===== config.mk =====
export PLATFORM = sky130hd
export DESIGN_NAME = dsw_device_flat
export DESIGN_NICKNAME = d
export VERILOG_FILES = /design/src/hdl/dsw_pkg.sv /design/src/hdl/dsw_link_if.sv /design/src/hdl/dsw_device.sv /design/src/flat_wrapper.sv
export SDC_FILE = /design/constraint.sdc
export NUM_CORES = 1
export LEC_CHECK = 0
export ABC_AREA = 1
export ABC_CLOCK_PERIOD_IN_PS = 2300
export BUFFER_PORTS_ARGS = -buffer_cell sky130_fd_sc_hd__buf_2
export CORE_AREA = 2 2 89 91
export CTS_CLUSTER_DIAMETER = 100
export CTS_CLUSTER_SIZE = 16
export DETAILED_ROUTE_END_ITERATION = 10
export DIE_AREA = 0 0 91 93
export PLACE_DENSITY = 0.74
export RECOVER_POWER = 25
export SLEW_MARGIN = 10
export SYNTH_ARGS = -nofsm -noshare
export SYNTH_HDL_FRONTEND = slang
export SYNTH_SLANG_ARGS = --single-unit

===== constraint.sdc =====
create_clock -name clk_i -period 2.3 [get_ports clk_i]
set_input_delay 0.575 -clock clk_i [delete_from_list [all_inputs] [get_ports clk_i]]
set_output_delay 0.575 -clock clk_i [all_outputs]
set_load 0.03 [all_outputs]

===== src/hdl/dsw_pkg.sv =====
package dsw_pkg;

  // ************************************************************
  // Frame layout
  // ************************************************************
  localparam int unsigned FRAME_BITS     = 24;
  localparam int unsigned CODE_BITS      = 16;
  localparam int unsigned PD_HI_POS      = 17;
  localparam int unsigned PD_LO_POS      = 16;
  localparam int unsigned LEAD_ZERO_MSB  = 23;
  localparam int unsigned LEAD_ZERO_LSB  = 18;
  localparam int unsigned REF_EXTRA_EDGES = 2;
  localparam logic [4:0]  EDGE_CNT_MAX   = 5'h1F;

  // ************************************************************
  // Reset values and commands
  // ************************************************************
  localparam logic [15:0] CODE_RESET     = 16'h0000;
  localparam logic [1:0]  MODE_RESET     = 2'h0;
  localparam logic        REF_EN_RESET   = 1'b1;
  // Fixed reference-disable word
  localparam logic [23:0] REF_OFF_WORD   = 24'h490401;
  // Two-step re-enable words; patterns left open, neutral defaults
  localparam logic [23:0] REF_ON_WORD_A  = 24'hFC0000;
  localparam logic [23:0] REF_ON_WORD_B  = 24'hFC0001;

  // ************************************************************
  // Power modes
  // ************************************************************
  localparam logic [1:0] MODE_NORMAL = 2'h0;
  localparam logic [1:0] MODE_PD_1K  = 2'h1;
  localparam logic [1:0] MODE_PD_100K = 2'h2;
  localparam logic [1:0] MODE_PD_HIZ = 2'h3;

  // ************************************************************
  // Timing
  // ************************************************************
  localparam int unsigned CLK_PERIOD_NS   = 50;
  localparam int unsigned SEL_HIGH_MIN_NS = 33;
  // Least time rounds up, never below one cycle
  localparam int unsigned SEL_HIGH_CYC_I  =
    (SEL_HIGH_MIN_NS + CLK_PERIOD_NS - 1) / CLK_PERIOD_NS;
  localparam logic [3:0]  SEL_HIGH_CYC    = 4'(SEL_HIGH_CYC_I < 1 ? 1 : SEL_HIGH_CYC_I);
  localparam int unsigned SCLK_MAX_MHZ    = 30;
  // Host divider: top count of the half-period divider; a link-clock half period lasts three system cycles
  localparam logic [3:0]  HALF_PERIOD_CYC = 4'h2;

  // ************************************************************
  // Host register map
  // ************************************************************
  localparam logic [1:0]  ADDR_WORD       = 2'h0;
  localparam logic [1:0]  ADDR_CTRL       = 2'h1;
  localparam logic [1:0]  ADDR_STAT       = 2'h2;
  // Control word: extra edges in the low bits, start flag here
  localparam int unsigned CTRL_GO_POS     = 8;

endpackage


===== src/hdl/dsw_link_if.sv =====
interface dsw_link_if;
  logic frame_sel_n;
  logic sclk;
  logic sdata;

  modport host (output frame_sel_n, output sclk, output sdata);
  modport dev  (input  frame_sel_n, input  sclk, input  sdata);
endinterface


===== src/hdl/dsw_device.sv =====
// What this block does
// - Host opens frames with select falling edge.
// - Shift data in on each falling clock.
// - Execute assembled word on 24th edge.
// - Host holds select high 33ns between frames.
// - Host sends six zeros, then mode bits.
// - Last 16 bits load converter code.
// - Mode bits pick normal or power-down load.
// - Power-down disconnects amplifier, powers analog off.
// - Power-down keeps stored converter code.
// - Early select rise clears shift register.
// - Aborted frame changes neither code nor mode.
// - Power-up clears registers, output at zero.
// - Reference enabled after power-up by default.
// - Host sends disable word, 26 clocks low.
// - Host adds two edges after reference word.
// - Reference re-enabled by reset or pair.
// - Reference off tri-states pin, conversion continues.
// - Host keeps serial clock at most 30MHz.
// - Frames travel most significant bit first.
// - Code is straight unsigned binary.
//
// The address-and-strobe port and the placing of the registers were chosen for this implementation.
module dsw_device (
  input  wire logic        clk_i,
  input  wire logic        sys_rst_i,
  dsw_link_if.dev          link,
  output logic [15:0]      dac_code_o,
  output logic [1:0]       power_mode_o,
  output logic             amp_connect_o,
  output logic             analog_on_o,
  output logic             load_1k_o,
  output logic             load_100k_o,
  output logic             ref_enable_o,
  output logic             ref_pin_oe_o,
  output logic             frame_done_o,
  output logic             frame_abort_o
);

  // ************************************************************
  // State
  // ************************************************************
  typedef struct packed {
    logic [2:0]  sel_sync;
    logic [2:0]  sclk_sync;
    logic [2:0]  din_sync;
    logic        sel_stable;
    logic        sclk_stable;
    logic        in_frame;
    logic        executed;
    logic [4:0]  edge_cnt;
    logic [23:0] shift;
    logic [23:0] held_word;
    logic        ref_step_a;
    logic [15:0] code;
    logic [1:0]  mode;
    logic        ref_en;
    logic        done;
    logic        abort;
    logic [15:0] out_code;
    logic [1:0]  out_mode;
    logic        out_amp;
    logic        out_analog;
    logic        out_load_1k;
    logic        out_load_100k;
    logic        out_ref;
    logic        out_ref_oe;
    logic        out_done;
    logic        out_abort;
  } dsw_dev_s;

  dsw_dev_s st_q;
  dsw_dev_s st_d;
  logic     sel_fall;
  logic     sel_rise;
  logic     sclk_fall;
  logic     din_bit;
  logic [23:0] word_now;

  // ************************************************************
  // Pin edges
  // ************************************************************
  // A level counts once stages two and three agree, so a one-cycle glitch never makes an edge
  function automatic logic agreed_edge(logic [2:0] sync, logic stable, logic level);
    agreed_edge = (stable != level) && (sync[1] == sync[2]) && (sync[2] == level);
  endfunction

  // Edge strobes; data is read from the same stage as the clock, so both keep step
  always_comb begin
    sel_fall  = agreed_edge(st_q.sel_sync, st_q.sel_stable, 1'b0);
    sel_rise  = agreed_edge(st_q.sel_sync, st_q.sel_stable, 1'b1);
    sclk_fall = agreed_edge(st_q.sclk_sync, st_q.sclk_stable, 1'b0);
    din_bit   = st_q.din_sync[2];
    word_now  = {st_q.shift[22:0], din_bit};
  end

  // ************************************************************
  // Next state
  // ************************************************************
  // Ref commands act when the frame closes, since only then is the count of extra edges complete
  always_comb begin
    st_d = st_q;
    st_d.done  = 1'b0;
    st_d.abort = 1'b0;
    st_d.sel_sync  = {st_q.sel_sync[1:0], link.frame_sel_n};
    st_d.sclk_sync = {st_q.sclk_sync[1:0], link.sclk};
    st_d.din_sync  = {st_q.din_sync[1:0], link.sdata};
    if (st_q.sel_sync[1] == st_q.sel_sync[2]) begin
      st_d.sel_stable = st_q.sel_sync[2];
    end
    if (st_q.sclk_sync[1] == st_q.sclk_sync[2]) begin
      st_d.sclk_stable = st_q.sclk_sync[2];
    end
    if (sel_fall) begin
      st_d.in_frame = 1'b1;
      st_d.executed = 1'b0;
      st_d.edge_cnt = 5'h00;
      st_d.shift    = 24'h000000;
    end else if (sel_rise) begin
      if (st_q.in_frame && !st_q.executed) begin
        st_d.abort = 1'b1;
      end
      if (st_q.executed && st_q.edge_cnt >= 5'(dsw_pkg::FRAME_BITS + dsw_pkg::REF_EXTRA_EDGES)) begin
        if (st_q.held_word == dsw_pkg::REF_OFF_WORD) begin
          st_d.ref_en     = 1'b0;
          st_d.ref_step_a = 1'b0;
        end else if (st_q.held_word == dsw_pkg::REF_ON_WORD_A) begin
          st_d.ref_step_a = 1'b1;
        end else if (st_q.held_word == dsw_pkg::REF_ON_WORD_B && st_q.ref_step_a) begin
          st_d.ref_en     = 1'b1;
          st_d.ref_step_a = 1'b0;
        end else begin
          st_d.ref_step_a = 1'b0;
        end
      end
      st_d.in_frame = 1'b0;
      st_d.shift    = 24'h000000;
    end else if (sclk_fall && st_q.in_frame) begin
      if (st_q.edge_cnt != dsw_pkg::EDGE_CNT_MAX) begin
        st_d.edge_cnt = st_q.edge_cnt + 5'h01;
      end
      if (!st_q.executed) begin
        st_d.shift = word_now;
        if (st_q.edge_cnt == 5'(dsw_pkg::FRAME_BITS - 1)) begin
          // Extra edges after this point never touch code or mode
          st_d.executed  = 1'b1;
          st_d.held_word = word_now;
          st_d.done      = 1'b1;
          // Reference words are commands, not data loads
          if (word_now != dsw_pkg::REF_OFF_WORD && word_now != dsw_pkg::REF_ON_WORD_A &&
              word_now != dsw_pkg::REF_ON_WORD_B) begin
            st_d.mode = word_now[dsw_pkg::PD_HI_POS -: 2];
            if (word_now[dsw_pkg::PD_HI_POS -: 2] == dsw_pkg::MODE_NORMAL) begin
              st_d.code = word_now[dsw_pkg::CODE_BITS-1:0];
            end
          end
        end
      end
    end
    // Analog-facing controls trail the state one register, so every port leaves a flip-flop
    st_d.out_code      = st_q.code;
    st_d.out_mode      = st_q.mode;
    st_d.out_amp       = st_q.mode == dsw_pkg::MODE_NORMAL;
    st_d.out_analog    = st_q.mode == dsw_pkg::MODE_NORMAL;
    st_d.out_load_1k   = st_q.mode == dsw_pkg::MODE_PD_1K;
    st_d.out_load_100k = st_q.mode == dsw_pkg::MODE_PD_100K;
    st_d.out_ref       = st_q.ref_en;
    st_d.out_ref_oe    = st_q.ref_en;
    st_d.out_done      = st_q.done;
    st_d.out_abort     = st_q.abort;
  end

  // ************************************************************
  // Registers
  // ************************************************************
  // Reset stands in for power-on: code and mode zero, select seen high, amplifier, analog and reference on
  always_ff @(posedge clk_i) begin
    if (sys_rst_i) begin
      st_q <= '0;
      st_q.sel_sync   <= 3'h7;
      st_q.sel_stable <= 1'b1;
      st_q.code       <= dsw_pkg::CODE_RESET;
      st_q.mode       <= dsw_pkg::MODE_RESET;
      st_q.ref_en     <= dsw_pkg::REF_EN_RESET;
      st_q.out_code   <= dsw_pkg::CODE_RESET;
      st_q.out_mode   <= dsw_pkg::MODE_RESET;
      st_q.out_amp    <= 1'b1;
      st_q.out_analog <= 1'b1;
      st_q.out_ref    <= dsw_pkg::REF_EN_RESET;
      st_q.out_ref_oe <= dsw_pkg::REF_EN_RESET;
    end else begin
      st_q <= st_d;
    end
  end

  // ************************************************************
  // Outputs
  // ************************************************************
  // Plain copies of state bits, so nothing combinational reaches the pins
  assign dac_code_o    = st_q.out_code;
  assign power_mode_o  = st_q.out_mode;
  assign amp_connect_o = st_q.out_amp;
  assign analog_on_o   = st_q.out_analog;
  assign load_1k_o     = st_q.out_load_1k;
  assign load_100k_o   = st_q.out_load_100k;
  assign ref_enable_o  = st_q.out_ref;
  assign ref_pin_oe_o  = st_q.out_ref_oe;
  assign frame_done_o  = st_q.out_done;
  assign frame_abort_o = st_q.out_abort;

endmodule


===== src/flat_wrapper.sv =====
// flat-port wrapper written by rule: the top's interface ports become plain ports
module dsw_device_flat 
  (clk_i, sys_rst_i, dac_code_o, power_mode_o, amp_connect_o, analog_on_o, load_1k_o, load_100k_o, ref_enable_o, ref_pin_oe_o, frame_done_o, frame_abort_o, link_frame_sel_n, link_sclk, link_sdata);
  dsw_link_if link_i ();
  input  wire logic clk_i;
  input  wire logic sys_rst_i;
  output logic [15:0] dac_code_o;
  output logic [1:0] power_mode_o;
  output logic amp_connect_o;
  output logic analog_on_o;
  output logic load_1k_o;
  output logic load_100k_o;
  output logic ref_enable_o;
  output logic ref_pin_oe_o;
  output logic frame_done_o;
  output logic frame_abort_o;
  input wire logic [$bits(link_i.frame_sel_n)-1:0] link_frame_sel_n;
  input wire logic [$bits(link_i.sclk)-1:0] link_sclk;
  input wire logic [$bits(link_i.sdata)-1:0] link_sdata;
  assign link_i.frame_sel_n = link_frame_sel_n;
  assign link_i.sclk = link_sclk;
  assign link_i.sdata = link_sdata;
  dsw_device u_core (.clk_i(clk_i), .sys_rst_i(sys_rst_i), .link(link_i), .dac_code_o(dac_code_o), .power_mode_o(power_mode_o), .amp_connect_o(amp_connect_o), .analog_on_o(analog_on_o), .load_1k_o(load_1k_o), .load_100k_o(load_100k_o), .ref_enable_o(ref_enable_o), .ref_pin_oe_o(ref_pin_oe_o), .frame_done_o(frame_done_o), .frame_abort_o(frame_abort_o));
endmodule

==> results.py <==
metrics = {
    "route": {
        "drtIter0Drc": 229,
        "wl_per_cell_um": 11.89,
        "vias": 3454,
        "wl_mm": 8.144,
        "drtAntennaViolNets": 0,
        "firstDrtPassIters": 4,
        "routed_via_density": 5.042,
        "drc": 0,
    },
    "synthesis": {
        "synth_sequential_area_ratio": 0.5028,
        "synth_area_um2": 4419,
        "avgSynthCellArea_um2": 7.739,
        "synth.distinct_cells": 28,
        "synth_top_area_share": 0.5028,
        "yosysWarnings": 0,
        "ys_ff_latch": 111,
        "syn-num-nets": 579,
        "synthTopCellsByArea": "dfxtp_1 (50%), inv_1 (7.1%), nor2_1 (6.8%), a21oi_1 (6.2%), nand2_1 (5.9%)",
        "synth_cells": 571,
        "synth_top_area_cell": "dfxtp_1",
    },
    "job": {
        "cap_violations": 0,
    },
    "power_and_ir_drop": {
        "power_frac_comb": 0.019,
        "p_leak_nw": 2.046,
        "peakVddDrop_v": 0.0002853,
        "swShare": 0.2227,
        "power_frac_seq": 0.608,
        "p_int_mw": 2.467,
        "power_switching_mw": 0.7068,
        "power_frac_clock": 0.373,
        "power_density_nw_per_um2": 676.7,
    },
    "floorplanning": {
        "chipHeight_um": 93,
        "ios": 31,
        "dieWidth_um": 91,
        "coreArea_um2": 7527,
        "die-area_um2": 8463,
        "initial_utilization": 0.5871,
        "row_count": 32,
    },
    "layout": {
        "drive_above_1_share": 0.1218,
        "synthToLayoutAreaGrowth_pct": 6.116,
        "final_cells": 685,
        "nets": 586,
        "finalInstanceArea_um2": 4690,
        "diodes": 0,
    },
    "global_routing": {
        "grt_pass1_vias": 3161,
        "grt_max_degree": 47,
        "grt-ovfl-total": 0,
        "grt_util_all_layers": 0.2069,
        "antenna_found_initial": 0,
        "grt_pass1_wl_mm": 14.07,
    },
    "sta": {
        "setup-violations-final": 0,
        "maxSlewHeadroom": 0.3983,
        "min_period_over_period": 0.8301,
        "fmax_mhz": 523.8,
        "finalMaxSlewViolations": 0,
        "tns_ns": 0,
        "fin_crit_ns": 1.909,
        "tightest_slew_ns": 0.9026,
        "finalHoldViolCount": 0,
        "layout_setup_ws_ns": 0.3907,
        "rsz0062_at_grt": "false",
        "skew_ns": 0.01200,
        "hold_ws_ns": 0.3892,
    },
    "clock_tree": {
        "hold_buffers": 0,
        "cts_root_buf": "clkbuf_8",
        "insertion_delay_ns": 0.37,
        "cts.htree.levels": 3,
        "cts_resized": 0,
        "cts_setup_buffers": 0,
        "clock_path_buffers": 2,
        "cts_tree": "done",
        "cts_buffers": 9,
        "numClockSinks": 111,
        "clkTransAtPathRegs_ns": 0.10,
    },
    "place": {
        "placement.io_buffers": 30,
        "dp_hpwl_mm": 5.670,
        "dpl.cell_count": 669,
        "place_congestion": 0.8834,
        "pre_cts_ws_ns": 0.4515,
        "placed_cell_area_um2": 4496,
    },
    "critical_path": {
        "start_kind": "input pin",
        "crit_buf_inv": 4,
        "critPathMaxFanout": 46,
        "end_kind": "register",
        "cp.required_ns": 2.57,
        "crit_chain": "clkbuf_1 > clkbuf_1 > clkinv_1 > clkbuf_2 > o21ai_0 > a21oi_1",
        "crit_top_cell": "clkbuf_1",
        "max_stage_delay_ns": 0.49,
        "crit_slowest_cell": "clkbuf_2",
        "critPathKind": "input pin to register",
        "cp_data_arrival_time_ns": 2.18,
        "path_delay_family": "buffers and inverters",
    },
    "hold_path": {
        "min_path_type": "input pin to register",
    },
    "run_status": {
        "status": "finished clean",
    },
}
==> registers in the layout (all words and copies together), names as in the netlist <==
register              cells
u_core.amp_connect_o      1
u_core.dac_code_o        16
u_core.din_bit            1
u_core.frame_abort_o      1
u_core.frame_done_o       1
u_core.load_100k_o        1
u_core.load_1k_o          1
u_core.power_mode_o       2
u_core.ref_enable_o       1
u_core.st_d              27
u_core.st_q              59
==> worst paths after layout <==
path,cells after the start,slack (ns),end,startpoint
worst max-delay path,6,0.39,u_core.st_q[56],sys_rst_i
worst min-delay path,2,0.39,u_core.st_d[112],link_frame_sel_n
worst max register to register,8,0.45,u_core.st_d[23],u_core.st_q[97]
worst min register to register,2,0.40,u_core.din_bit,u_core.st_d[107]
==> cell usage after synthesis, drive strengths merged <==
master,number
nor2,87
o21ai,55
clkbuf,11
nand4,22
inv,86
ha,3
clkinv,1
a21oi,55
nor3,9
nand3,23
or2,4
dfxtp,111
buf,32
nand2,72
==> cell type report <==
cell class | count | area (um^2)
clock inverters | 6 | 77.57
multi-input cells | 330 | 1602
clock buffers | 10 | 127.6
well taps | 102 | 127.6
flip-flops and latches | 111 | 2222
repair buffers | 39 | 206.4
inverters | 87 | 326.6
fillers | 706 | 2838
==> cell usage in the layout, fill, tap and decap left out, types with 2 or more instances in the layout <==
cell	Yosys	layout
inv_8	0	2
clkinv_4	0	2
o21ai_1	6	6
nand2_1	70	70
buf_2	7	29
inv_2	2	2
nor2_1	80	80
a21oi_1	55	55
nand3_2	2	2
o21ai_0	49	49
nand2_2	2	2
nor2_4	3	3
nand3_1	21	21
nor2_2	3	3
clkbuf_1	10	4
nor3_1	8	8
clkbuf_8	0	9
nand4_1	20	20
inv_1	84	84
ha_1	3	3
dfxtp_1	111	111
buf_4	22	6
or2_2	4	4
==> power by group through the flow <==
stage | combinational [mW] | clock [mW] | sequential (mW)
2_1_floorplan | 0.0455 | 0 | 1.97
3_3_place_gp | 0.0607 | 0 | 1.97
3_5_place_dp | 0.0618 | 0 | 1.97
4_1_cts | 0.0618 | 1.21 | 1.93
5_1_grt | 0.0683 | 1.30 | 1.93
6_report | 0.0589 | 1.18 | 1.93
==> stage by stage <==
stage | util | total power, mW
2_1_floorplan | - | 2.019
5_1_grt | 0.6230 | 3.299
4_1_cts | 0.6245 | 3.203
3_3_place_gp | 0.5972 | 2.035
6_report | 0.6230 | 3.173
3_5_place_dp | 0.5972 | 2.036
==> worst register-to-register path: stages, from the launching register on <==
cell	delay [ns]
dfxtp_1	0.40
ha_1	0.24
nand4_2	0.18
nor2_8	0.16
nand4_4	0.10
inv_2	0.38
nand3_1	0.17
nand2_1	0.08
nand2_1	0.05
==> metal layers <==
layer,track usage,vias up,wire [um]
met5,0,-,0
met2,0.3414,70,3824
met1,0.2593,1568,3739
li1,-,1799,-
met3,0.03948,17,374
met4,0.1073,0,205
==> cell families (layout without fill, tap and decap cells) <==
logic type | count (synthesis) | after routing | synth area share
compound gates | 110 | 110 | 0.1246
fa+ha+maj | 3 | 3 | 0.008495
buf+inv | 130 | 142 | 0.1348
flops | 111 | 111 | 0.5028
simple gates | 217 | 217 | 0.2293
(Power assumes the default switching activity.)
